[src/rtl/mddrc_pkg.sv]
// holds constants and types shared by the device end and controller end
// assumes one 25 MHz core clock and an asynchronous active-high reset
// What this block does
// burst of two, four or eight, both orders
// burst length caps columns per command
// burst wraps inside its column block
// high column bits pick block, low start
// same burst length for reads and writes
// controller never programs reserved encodings; the controller forwards the software command and address codes unchecked
// read latency programmable two or three
// first data one or two clocks later; the device puts first data on the link two or three clocks after the read
// extended load uses bank bits 0 and 1
// extended setting kept until rewritten or powerdown
// controller zeroes address bits seven to thirteen; the controller loads HWDATA[15:0] unchanged, so software supplies the zeros
// extended load only when banks idle
// five partial refresh coverages offered
// array access all banks; refresh selected only
// address bits five, six pick drive strength
// temperature steers self refresh oscillator rate
// status read returns 16 bits, burst two
// status word field layout fixed
// status read starts with bank0 load, zeros
// read after setup delay, wait recovery
// status after latency; second half don't care
// chip select high ignores new commands
// standard register field layout, bank bits zero
// after status burst, normal reads resume
package mddrc_pkg;
  // ****************************************
  // command encoding {cs_n, ras_n, cas_n, we_n}
  // ****************************************
  localparam logic [3:0] CMD_NOP   = 4'h7;
  localparam logic [3:0] CMD_READ  = 4'h5;
  localparam logic [3:0] CMD_WRITE = 4'h4;
  localparam logic [3:0] CMD_LOAD  = 4'h0;
  localparam logic [3:0] CMD_DESEL = 4'h8;
  // ****************************************
  // setting fields
  // ****************************************
  localparam logic [1:0] BANK_STD    = 2'h0;
  localparam logic [1:0] BANK_STATUS = 2'h1;
  localparam logic [1:0] BANK_EXT    = 2'h2;
  localparam int BURST_LSB = 0;
  localparam int BURST_MSB = 2;
  localparam int BT_BIT = 3;
  localparam int LAT_LSB = 4;
  localparam int LAT_MSB = 6;
  localparam int REFSEL_LSB = 0;
  localparam int REFSEL_MSB = 2;
  localparam int DRIVE_LSB = 5;
  localparam int DRIVE_MSB = 6;
  localparam logic [2:0] BURST_TWO   = 3'h1;
  localparam logic [2:0] BURST_FOUR  = 3'h2;
  localparam logic [2:0] BURST_EIGHT = 3'h3;
  localparam logic [2:0] LAT_TWO     = 3'h2;
  localparam logic [2:0] LAT_THREE   = 3'h3;
  localparam logic [2:0] REFSEL_ALL     = 3'h0;
  localparam logic [2:0] REFSEL_TWO     = 3'h1;
  localparam logic [2:0] REFSEL_ONE     = 3'h2;
  localparam logic [2:0] REFSEL_EIGHTH  = 3'h5;
  localparam logic [2:0] REFSEL_SIXTEEN = 3'h6;
  localparam logic [13:0] STD_RESET = 14'h0022;
  localparam logic [13:0] EXT_RESET = 14'h0000;
  localparam int COL_W = 10;
  localparam int ADDR_W = 14;
  localparam int DATA_W = 16;
  // ****************************************
  // status word layout
  // ****************************************
  localparam logic [3:0] STAT_MAKER = 4'h5;  // arbitrary value
  localparam logic [3:0] STAT_REV   = 4'h1;  // arbitrary value
  localparam logic       STAT_WIDTH = 1'h0;
  localparam logic       STAT_TYPE  = 1'h1;
  localparam logic [2:0] STAT_DENS  = 3'h4;
  // ****************************************
  // controller register map (ahb-lite)
  // ****************************************
  localparam logic [7:0] REG_CMD    = 8'h00;
  localparam logic [7:0] REG_ADDR   = 8'h04;
  localparam logic [7:0] REG_STATUS = 8'h08;
  localparam logic [7:0] REG_RDATA  = 8'h0c;
  localparam logic [1:0] HTRANS_NONSEQ = 2'h2;
  localparam logic [3:0] TEMP_STEPS = 4'h8;
  typedef enum logic [3:0] {
    MDC_IDLE = 4'b0001,
    MDC_ISSUE = 4'b0010,
    MDC_WAIT = 4'b0100,
    MDC_DONE = 4'b1000
  } mdc_state_t;
endpackage

[src/rtl/mddrc_if.sv]
// carries the command, address and data pins between both ends
// assumes both ends run on the same core clock
`timescale 1ns/1ps
`default_nettype none
interface mddrc_if;
  logic [3:0]  cmd;
  logic [1:0]  bank;
  logic [13:0] addr;
  logic [15:0] dq_to_dev;
  logic [15:0] dq_from_dev;
  logic        dq_oe;
  logic        dq_valid;
  modport dev (input cmd, bank, addr, dq_to_dev,
               output dq_from_dev, dq_oe, dq_valid);
  modport ctl (output cmd, bank, addr, dq_to_dev,
               input dq_from_dev, dq_oe, dq_valid);
endinterface
`default_nettype wire

[src/rtl/mddrc_device.sv]
// device end: setting registers, burst walk, read latency, status word
// assumes commands are sampled on the core clock rising edge
//
// Decided for this implementation: the AHB-Lite interface to the registers and the placing of the registers.
`timescale 1ns/1ps
`default_nettype none
module mddrc_device
  import mddrc_pkg::*;
(
  // clock and reset
  input  wire logic        CORE_CLK,
  input  wire logic        RST,
  // link
  mddrc_if.dev             LINK,
  // user side
  input  wire logic [3:0]  TEMP_LEVEL,
  input  wire logic        SELF_REFRESH,
  input  wire logic        DEEP_POWER_DOWN,
  output logic [2:0]       REFRESH_RATE,
  output logic [3:0]       REFRESH_BANKS,
  output logic [1:0]       ROW_MSB_MASK,
  output logic [2:0]       DRIVE_STRENGTH,
  output logic [COL_W-1:0] COLUMN,
  output logic             COLUMN_VALID,
  output logic             COLUMN_WRITE
);
  logic [13:0] std_setting;
  logic [13:0] extended_setting_register;
  logic [3:0]  temp_meta;
  logic [3:0]  temp_sync;
  logic        status_armed;
  logic [3:0]  burst_left;
  logic [2:0]  burst_idx;
  logic [COL_W-1:0] burst_base;
  logic        burst_seq;
  logic        burst_wr;
  logic        burst_status;
  logic [2:0]  lat_pipe;
  logic [2:0]  lat_stat;
  logic [2:0]  rd_left;
  logic [15:0] device_status_word;
  logic        new_cmd;

  function automatic logic [3:0] blen(input logic [2:0] code);
    case (code)
      BURST_TWO:   blen = 4'h2;
      BURST_FOUR:  blen = 4'h4;
      BURST_EIGHT: blen = 4'h8;
      default:     blen = 4'h2;
    endcase
  endfunction

  // offset mask within the block
  function automatic logic [2:0] bmask(input logic [2:0] code);
    bmask = 3'(blen(code) - 4'h1);
  endfunction

  // column of one beat, wrapped inside its block
  function automatic logic [COL_W-1:0] burst_col(
      input logic [COL_W-1:0] base,
      input logic [2:0]       idx,
      input logic             seq,
      input logic [2:0]       code);
    logic [2:0] m;
    logic [2:0] off;
    m = bmask(code);
    off = seq ? ((base[2:0] + idx) & m) : ((base[2:0] ^ idx) & m);
    burst_col = {base[COL_W-1:3], (base[2:0] & ~m) | off};
  endfunction

  // ****************************************
  // command and setting load
  // ****************************************
  assign new_cmd = ~LINK.cmd[3];

  always_ff @(posedge CORE_CLK or posedge RST) begin
    if (RST) begin
      std_setting <= STD_RESET;
      extended_setting_register <= EXT_RESET;
    end else if (DEEP_POWER_DOWN) begin
      std_setting <= STD_RESET;
      extended_setting_register <= EXT_RESET;
    end else if (new_cmd && LINK.cmd == CMD_LOAD) begin
      if (LINK.bank == BANK_STD)
        std_setting <= LINK.addr;
      else if (LINK.bank == BANK_EXT)
        extended_setting_register <= LINK.addr;
    end
  end

  always_ff @(posedge CORE_CLK or posedge RST) begin
    if (RST)
      status_armed <= 1'b0;
    else if (new_cmd && LINK.cmd == CMD_LOAD)
      status_armed <= (LINK.bank == BANK_STATUS);
    else if (new_cmd && LINK.cmd == CMD_READ)
      status_armed <= 1'b0;
  end

  // ****************************************
  // burst walk
  // ****************************************
  always_ff @(posedge CORE_CLK or posedge RST) begin
    if (RST) begin
      burst_left <= 4'h0;
      burst_idx <= 3'h0;
      burst_base <= '0;
      burst_seq <= 1'b1;
      burst_wr <= 1'b0;
      burst_status <= 1'b0;
    end else if (new_cmd && (LINK.cmd == CMD_READ ||
                             LINK.cmd == CMD_WRITE)) begin

      burst_left <= status_armed ? 4'h2
                                 : blen(std_setting[BURST_MSB:BURST_LSB]);
      burst_idx <= 3'h0;

      burst_base <= LINK.addr[COL_W-1:0];
      burst_seq <= ~std_setting[BT_BIT];
      burst_wr <= (LINK.cmd == CMD_WRITE);
      burst_status <= status_armed;
    end else if (burst_left != 4'h0) begin
      burst_left <= burst_left - 4'h1;
      burst_idx <= burst_idx + 3'h1;
    end
  end

  // wrap inside the block, sequential or interleaved
  always_ff @(posedge CORE_CLK or posedge RST) begin
    if (RST) begin
      COLUMN <= '0;
      COLUMN_VALID <= 1'b0;
      COLUMN_WRITE <= 1'b0;
    end else begin
      COLUMN <= burst_col(burst_base, burst_idx, burst_seq,
                          std_setting[BURST_MSB:BURST_LSB]);
      COLUMN_VALID <= (burst_left != 4'h0) && !burst_status;
      COLUMN_WRITE <= burst_wr;
    end
  end

  // ****************************************
  // read latency and output
  // ****************************************
  always_ff @(posedge CORE_CLK or posedge RST) begin
    if (RST) begin
      lat_pipe <= 3'h0;
      lat_stat <= 3'h0;
    end else begin
      lat_pipe <= {lat_pipe[1:0], new_cmd && LINK.cmd == CMD_READ};
      lat_stat <= {lat_stat[1:0], status_armed};
    end
  end

  assign device_status_word = {STAT_DENS, STAT_TYPE, STAT_WIDTH,
                               REFRESH_RATE, STAT_REV, STAT_MAKER};

  always_ff @(posedge CORE_CLK or posedge RST) begin
    if (RST) begin
      rd_left <= 3'h0;
      LINK.dq_from_dev <= '0;
      LINK.dq_oe <= 1'b0;
      LINK.dq_valid <= 1'b0;
    end else begin
      logic             hit;
      logic             st;
      logic             lat2;
      logic [COL_W-1:0] cnow;

      lat2 = (std_setting[LAT_MSB:LAT_LSB] == LAT_TWO);
      hit = lat2 ? lat_pipe[0] : lat_pipe[1];
      st = lat2 ? lat_stat[0] : lat_stat[1];
      // latency two runs a beat ahead of COLUMN, so take the walk itself
      cnow = lat2 ? burst_col(burst_base, burst_idx, burst_seq,
                              std_setting[BURST_MSB:BURST_LSB])
                  : COLUMN;
      if (hit) begin
        rd_left <= st ? 3'h1
                      : 3'(blen(std_setting[BURST_MSB:BURST_LSB]) - 4'h1);
        LINK.dq_from_dev <= st ? device_status_word
                               : {6'h00, cnow};
        LINK.dq_oe <= 1'b1;
        LINK.dq_valid <= 1'b1;
      end else if (rd_left != 3'h0) begin
        rd_left <= rd_left - 3'h1;
        LINK.dq_from_dev <= {6'h00, cnow};
        LINK.dq_oe <= 1'b1;
        LINK.dq_valid <= 1'b1;
      end else begin
        LINK.dq_oe <= 1'b0;
        LINK.dq_valid <= 1'b0;
      end
    end
  end

  // ****************************************
  // self refresh coverage and thermal rate
  // ****************************************
  always_ff @(posedge CORE_CLK or posedge RST) begin
    if (RST) begin
      temp_meta <= 4'h0;
      temp_sync <= 4'h0;
    end else begin
      temp_meta <= TEMP_LEVEL;
      temp_sync <= temp_meta;
    end
  end

  always_ff @(posedge CORE_CLK or posedge RST) begin
    if (RST) begin
      REFRESH_RATE <= 3'h0;
      REFRESH_BANKS <= 4'h0;
      ROW_MSB_MASK <= 2'h0;
      DRIVE_STRENGTH <= 3'h0;
    end else begin

      REFRESH_RATE <= (temp_sync >= TEMP_STEPS) ? 3'h7 : temp_sync[2:0];

      DRIVE_STRENGTH <= {1'b0,
                         extended_setting_register[DRIVE_MSB:DRIVE_LSB]};
      ROW_MSB_MASK <= 2'h0;
      if (!SELF_REFRESH) begin
        REFRESH_BANKS <= 4'h0;
      end else begin
        case (extended_setting_register[REFSEL_MSB:REFSEL_LSB])
          REFSEL_ALL:    REFRESH_BANKS <= 4'hf;
          REFSEL_TWO:    REFRESH_BANKS <= 4'h3;
          REFSEL_ONE:    REFRESH_BANKS <= 4'h1;
          REFSEL_EIGHTH: begin
            REFRESH_BANKS <= 4'h1;
            ROW_MSB_MASK <= 2'h2;
          end
          REFSEL_SIXTEEN: begin
            REFRESH_BANKS <= 4'h1;
            ROW_MSB_MASK <= 2'h3;
          end
          default:     REFRESH_BANKS <= 4'hf;
        endcase
      end
    end
  end
endmodule  // mddrc_device
`default_nettype wire

[src/flat_wrapper.sv]
// flat-port wrapper written by rule: the top's interface ports become plain ports
module mddrc_device_flat import mddrc_pkg::*;
  (CORE_CLK, RST, TEMP_LEVEL, SELF_REFRESH, DEEP_POWER_DOWN, REFRESH_RATE, REFRESH_BANKS, ROW_MSB_MASK, DRIVE_STRENGTH, COLUMN, COLUMN_VALID, COLUMN_WRITE, LINK_cmd, LINK_bank, LINK_addr, LINK_dq_to_dev, LINK_dq_from_dev, LINK_dq_oe, LINK_dq_valid);
  mddrc_if LINK_i ();
  input  wire logic CORE_CLK;
  input  wire logic RST;
  input  wire logic [3:0] TEMP_LEVEL;
  input  wire logic SELF_REFRESH;
  input  wire logic DEEP_POWER_DOWN;
  output logic [2:0] REFRESH_RATE;
  output logic [3:0] REFRESH_BANKS;
  output logic [1:0] ROW_MSB_MASK;
  output logic [2:0] DRIVE_STRENGTH;
  output logic [COL_W-1:0] COLUMN;
  output logic COLUMN_VALID;
  output logic COLUMN_WRITE;
  input wire logic [$bits(LINK_i.cmd)-1:0] LINK_cmd;
  input wire logic [$bits(LINK_i.bank)-1:0] LINK_bank;
  input wire logic [$bits(LINK_i.addr)-1:0] LINK_addr;
  input wire logic [$bits(LINK_i.dq_to_dev)-1:0] LINK_dq_to_dev;
  output wire logic [$bits(LINK_i.dq_from_dev)-1:0] LINK_dq_from_dev;
  output wire logic [$bits(LINK_i.dq_oe)-1:0] LINK_dq_oe;
  output wire logic [$bits(LINK_i.dq_valid)-1:0] LINK_dq_valid;
  assign LINK_i.cmd = LINK_cmd;
  assign LINK_i.bank = LINK_bank;
  assign LINK_i.addr = LINK_addr;
  assign LINK_i.dq_to_dev = LINK_dq_to_dev;
  assign LINK_dq_from_dev = LINK_i.dq_from_dev;
  assign LINK_dq_oe = LINK_i.dq_oe;
  assign LINK_dq_valid = LINK_i.dq_valid;
  mddrc_device u_core (.CORE_CLK(CORE_CLK), .RST(RST), .LINK(LINK_i), .TEMP_LEVEL(TEMP_LEVEL), .SELF_REFRESH(SELF_REFRESH), .DEEP_POWER_DOWN(DEEP_POWER_DOWN), .REFRESH_RATE(REFRESH_RATE), .REFRESH_BANKS(REFRESH_BANKS), .ROW_MSB_MASK(ROW_MSB_MASK), .DRIVE_STRENGTH(DRIVE_STRENGTH), .COLUMN(COLUMN), .COLUMN_VALID(COLUMN_VALID), .COLUMN_WRITE(COLUMN_WRITE));
endmodule
[config.mk]
export PLATFORM = sky130hd
export DESIGN_NAME = mddrc_device_flat
export DESIGN_NICKNAME = d
export VERILOG_FILES = /design/src/rtl/mddrc_pkg.sv /design/src/rtl/mddrc_if.sv /design/src/rtl/mddrc_device.sv /design/src/flat_wrapper.sv
export SDC_FILE = /design/constraint.sdc
export NUM_CORES = 1
export LEC_CHECK = 0
export BUFFER_PORTS_ARGS = -buffer_cell sky130_fd_sc_hd__buf_4
export CAP_MARGIN = 20
export CORE_ASPECT_RATIO = 0.5
export CORE_MARGIN = 10
export CORE_UTILIZATION = 23
export DETAILED_ROUTE_END_ITERATION = 7
export MAX_ROUTING_LAYER = met4
export PLACE_DENSITY_LB_ADDON = 0.25
export REMOVE_ABC_BUFFERS = 1
export SLEW_MARGIN = 30
export SYNTH_ARGS = -nofsm -noshare
export SYNTH_HDL_FRONTEND = slang
export SYNTH_SLANG_ARGS = --single-unit
export TNS_END_PERCENT = 50
[constraint.sdc]
create_clock -name CORE_CLK -period 3.6 [get_ports CORE_CLK]
set_input_delay 0.54 -clock CORE_CLK [delete_from_list [all_inputs] [get_ports CORE_CLK]]
set_output_delay 0.54 -clock CORE_CLK [all_outputs]
set_load 0.01 [all_outputs]
Word-level counts from Yosys, hierarchy flattened

Index checks and enable logic that the tools add are counted.

Register bits after elaboration: 90
Input bits: 44
Output and inout port bits: 42
Word-level logic and storage cells: 102

$add $sub $neg: 6
Order comparisons: 1
Eq/ne operators: 12
Mux-type cells: 33
Bitwise gates (word level): 8
Reduce and logical (&&, ||, !) cells: 19

Operator list:

| kind                                                               | number |
|---|---|
| 7-bit 2-to-1 mux                                                   | 7 |
| 16-bit 2-to-1 mux                                                  | 3 |
| 3-bit 2-to-1 mux                                                   | 8 |
| 4-bit 2-to-1 mux                                                   | 4 |
| 4-bit one-hot mux with 2 select lines                              | 2 |
| 3-bit by 2-bit == test with 1-bit output, second input constant    | 4 |
| 2-bit nonzero test                                                 | 6 |
| 10-bit 2-to-1 mux                                                  | 1 |
| 3-bit AND                                                          | 3 |
| 3-bit by 1-bit subtractor with 3-bit output, second input constant | 3 |
| 4-bit by 3-bit == test with 1-bit output, second input constant    | 2 |
| 3-bit == test, second input constant                               | 2 |
| 1-bit 2-to-1 mux                                                   | 6 |
| 4-bit greater-or-equal comparator, second input constant           | 1 |
| 1-bit logical AND                                                  | 4 |
| 4-bit zero test                                                    | 1 |
| 2-bit one-hot mux with 2 select lines                              | 1 |
| 4-bit nonzero test                                                 | 1 |
| 4-bit by 1-bit subtractor with 4-bit output, second input constant | 1 |
| 3-bit by 1-bit adder with 3-bit output, second input constant      | 1 |
| 3-bit adder                                                        | 1 |
| 3-bit by 1-bit == test with 1-bit output, second input constant    | 1 |
| 3-bit inverter                                                     | 1 |
| 3-bit OR                                                           | 1 |
| 13 further kinds                                                   | 14 |

Depth between registers and ports, before layout

Depth in word-level cells: 9
Depth in mapped cells: 7
Mapped depth without buffers: 7

Worst setup path after synthesis

Ideal clock, no wire load.

Kind: register -> register
From: register u_core.burst_idx[0]
To: register u_core.LINK.dq_from_dev[2]
Library setup time: 0.095 ns
Data arrival time: 2.058 ns
Data required time: 3.505 ns
Path slack: 1.447 ns
Cell stages (with the launch flop): 8
Path buffers: 0
Clock period less this slack: 2.153 ns
Cells stage by stage: dfrtp_1 -> ha_1 -> inv_1 -> fa_1 -> or4b_2 -> o221ai_1 -> a2111oi_0 -> o31ai_1

Word-level cells in the longest chain between the ends: 7
Elaborated cells between the ends (all ways): 8
Those cells by class: add/sub: 1; mux: 5; bitwise: 2

Ends and longest elaborated chain:

| element                              | RTL line                                 | RTL |
|---|---|---|
| from (decl)                          | mddrc_device.sv:33                       | `logic [2:0] burst_idx;` |
| from (signal assigned)               | mddrc_device.sv:124                      | `burst_idx <= burst_idx + 3'h1;` |
| 3-bit adder (*)                      | mddrc_device.sv:67                       | `off = seq ? ((base[2:0] + idx) & m) : ((base[2:0] ^ idx) & m);` |
| 3-bit AND (*)                        | mddrc_device.sv:67                       |  |
| 3-bit 2-to-1 mux (*)                 | mddrc_device.sv:67                       |  |
| 3-bit OR (*)                         | mddrc_device.sv:68                       | `burst_col = {base[COL_W-1:3], (base[2:0] & ~m) \| off};` |
| 10-bit 2-to-1 mux (*)                | mddrc_device.sv:174                      | `cnow = lat2 ? burst_col(burst_base, burst_idx, burst_seq,` |
| 16-bit 2-to-1 mux (on tied branches) | mddrc_device.sv:184, mddrc_device.sv:180 |  |
| 16-bit 2-to-1 mux (*)                | mddrc_device.sv:177                      | `if (hit) begin` |
| to (signal assigned)                 | mddrc_device.sv:180                      | `LINK.dq_from_dev <= st ? device_status_word` |
| to (signal assigned)                 | mddrc_device.sv:186                      | `LINK.dq_from_dev <= {6'h00, cnow};` |
| to (decl)                            | mddrc_if.sv:14                           | `output dq_from_dev, dq_oe, dq_valid);` |

Mark *: on every way between the ends. The rest lies on a longest branch, timed or not. The select of a mux whose other input is x is not followed.
A chain may end at the register's enable or synchronous reset.

Final worst setup path

Ends and elaborated chain as after synthesis.

==> reports/summary.txt <==
outcome - finished, final reports clean
clock latency on the worst-skew pair - 0.33 ns
met3 GRT Util - 2.49%
grt peak-use layer - met2
Die H - 107 µm
DIE AREA - 0.0207 mm²
CP top delay family - simple AND/OR/NAND/NOR gates
CTS hold repair buffers - 0
clock share of power - 31.5%
drt wl/cell - 14.3 µm
unrepaired setup endpoints after global routing - no
Routed Wire Length - 8160 µm
Final Cycle Share - 64.8%
met1 Track Usage GR - 10.6%
Synth cell types - 45
largest net degree at the start of global routing - 32
# nets final - 421
PortBufs - 61
CP endpoint kind - flop
Final min period - 2.33 ns
Hold Path Class - in -> async
Leakage - 2.08 nW
Syn Area/Cell - 11.3 µm²
crit path kind - reg -> reg
startpoint types - flop
Rows - 31
TritonCTS Sinks - 83
first-pass detailed-route iteration total - 4
WP data required - 3.85 ns
CP max-delay cell - or4b_2
Vias - 2251
Max IR drop VDD - 0.000210 V
Gate Count Post-Synth - 306
sequential area share after synthesis - 59.9%
proportion of layout cells with a drive suffix above 1 - 25.7%
htree depth - 3
Synth Cell Area - 0.00347 mm²
crit path max fanout - 3
worst path bufs/invs - 1
CP cell instances - ha_1 -> inv_1 -> fa_1 -> or4b_2 -> o221ai_1 -> a2111oi_0 -> o31ai_1
total of max-cap violations - 0
Setup Viol. Count Final - 0
P per Cell Area - 666 mW/mm²
chip width - 194 µm
Post-route DRC - 0
fin. max-slew vios - 0
worst slack at placement - 1.29 ns
setup bufs post-CTS - 0
Detailed Place HPWL - 6000 µm
met2 usage - 12.4%
CP arrival - 2.58 ns
diode count - 0
Sw Share - 30.5%
initial antenna violation count - 0
Synth Register Bits - 83
number of global-route vias before repair - 2326
CTS tree - yes
CTS buffer count - 9
final setup margin - 1.27 ns
placeable core area - 0.0146 mm²
clock-pin slew on the worst setup and hold paths - 0.06 ns
internal power - 2.04 mW
synth warn - 0
first-pass GRT wire length - 13300 µm
Reg power frac - 42.8%
IO Count - 86
slowest stage delay, CP - 0.65 ns
measured slew at the worst slew-check pin - 0.792 ns
Area Growth Syn to Fin - 27.1%
starting density of the core - 23.7%
P_sw - 0.897 mW
combinational fraction of design power - 25.6%
antenna viol nets, final - 0
Final Skew - 0.00515 ns
vias per std cell - 3.94
Final Hold Viols - 0
largest buffer count on any clock path - 2
post-CTS sizing - 0
CTS root buf - clkbuf_16
DRT iter0 DRCs - 120
GRT Total Usage - 8.35%
Rel. slew slack - 47.2%
setup_tns - 0 ns
Async SR Flop Fraction - 100%
Placer Congestion - 0.699
fmax - 0.429 GHz
residual overflow from global routing - 0
Top FF cell, synth - dfrtp_1
Post-synth EDFFs - 0
[layer usage]
| metal | share of wire, % | routed length (µm) |
|---|---|---|
| met5 | 0 | 0 |
| met1 | 49 | 4000 |
| met3 | 4.4 | 360 |
| met4 | 1.3 | 107 |
| met2 | 45 | 3700 |
[cell type report]
cell class | instances | area [µm²]
fillers | 1523 | 10200
flip-flops and latches | 83 | 2080
multi-input cells | 190 | 1210
repair buffers | 67 | 503
well taps | 198 | 248
clock buffers | 9 | 225
clock inverters | 7 | 75.1
inverters | 17 | 65.1
[cell families (layout without fill, tap and decap cells)]
family | count (synthesis) | after routing | share of synthesized area [%]
buffers and inverters | 36 | 100 | 5.41
AND/OR/NAND/NOR | 112 | 112 | 15.3
adder cells (fa/ha/maj) | 9 | 9 | 3.46
XOR/XNOR | 5 | 5 | 1.26
flip-flops | 83 | 83 | 59.9
multiplexers | 21 | 21 | 6.13
AO/OA/AOI/OAI | 39 | 39 | 8.36
other | 1 | 4 | 0.108
[cells in the final DEF (no fill, tap or decap), types with 4 or more instances in the layout]
master and instances:
dfrtp_1 80, buf_4 67, nand2_1 50, nor2_1 26
mux2i_1 19, inv_1 16, a21oi_1 9, clkbuf_16 9
ha_1 8, nor2b_1 7, o21ai_0 7, o31ai_1 6
nand2b_1 4, and2_1 4, nor3_1 4, a22o_1 4
conb_1 4
[stage by stage]
| stage | cells | total power, mW | cell area (µm²) | util (%) | hold WS, ns |
|---|---|---|---|---|---|
| after floorplan | 290 | 1.71 | 3360 | - | 0.331 |
| after global placement | 555 | 2.04 | 4110 | 28.1 | 0.333 |
| after detailed placement | 555 | 2.05 | 4110 | 28.1 | 0.336 |
| after CTS | 571 | 2.99 | 4410 | 30.2 | 0.251 |
| after global routing | 571 | 3.15 | 4410 | 30.2 | 0.269 |
| final | 571 | 2.94 | 4410 | 30.2 | 0.238 |
[flip-flops by register name, summed over array words and instances, names as in the netlist, 4 cells and up]
name                              count
u_core.burst_left                     4
u_core.extended_setting_register      5
u_core.std_setting                    7
u_core.burst_base                    10
u_core.temp_sync                      4
u_core.temp_meta                      4
u_core.LINK.dq_from_dev              12
u_core.COLUMN                        10
[cell usage after synthesis, types with 4 or more instances]
library cell	n	area (µm²)
dfrtp_1	80	2000
nor3_1	4	20.0
nor2b_1	7	43.8
mux2i_1	19	190
ha_1	8	100
o21ai_0	7	35.0
buf_4	8	60.1
nand2_1	50	188
clkbuf_1	8	30.0
o31ai_1	6	45.0
a22o_1	4	35.0
inv_1	17	63.8
a21oi_1	9	45.0
nand2b_1	4	25.0
and2_1	4	25.0
nor2_1	26	97.6
[power groups by stage]
stage	Sequential, mW	Clock [mW]	Combinational (mW)
final	1.26	0.926	0.753
after global routing	1.29	0.997	0.865
after CTS	1.26	0.955	0.776
after detailed placement	1.28	0	0.772
after global placement	1.27	0	0.762
after floorplan	1.30	0	0.416
[final timing paths]
kind	from	end	cells past startpoint	slack (ns)
max	u_core.burst_idx[0]	u_core.LINK.dq_from_dev[2]	7	1.27
min	RST	u_core.temp_meta[1]	2	0.24
max reg2reg	u_core.burst_idx[0]	u_core.LINK.dq_from_dev[2]	7	1.27
min reg2reg	u_core.temp_meta[0]	u_core.temp_sync[0]	0	0.35
max in group asynchronous	RST	u_core.std_setting[1]	3	2.54
min in group CORE_CLK	TEMP_LEVEL[2]	u_core.temp_meta[2]	1	0.31
Note: power is estimated with default switching activity, not from simulation.
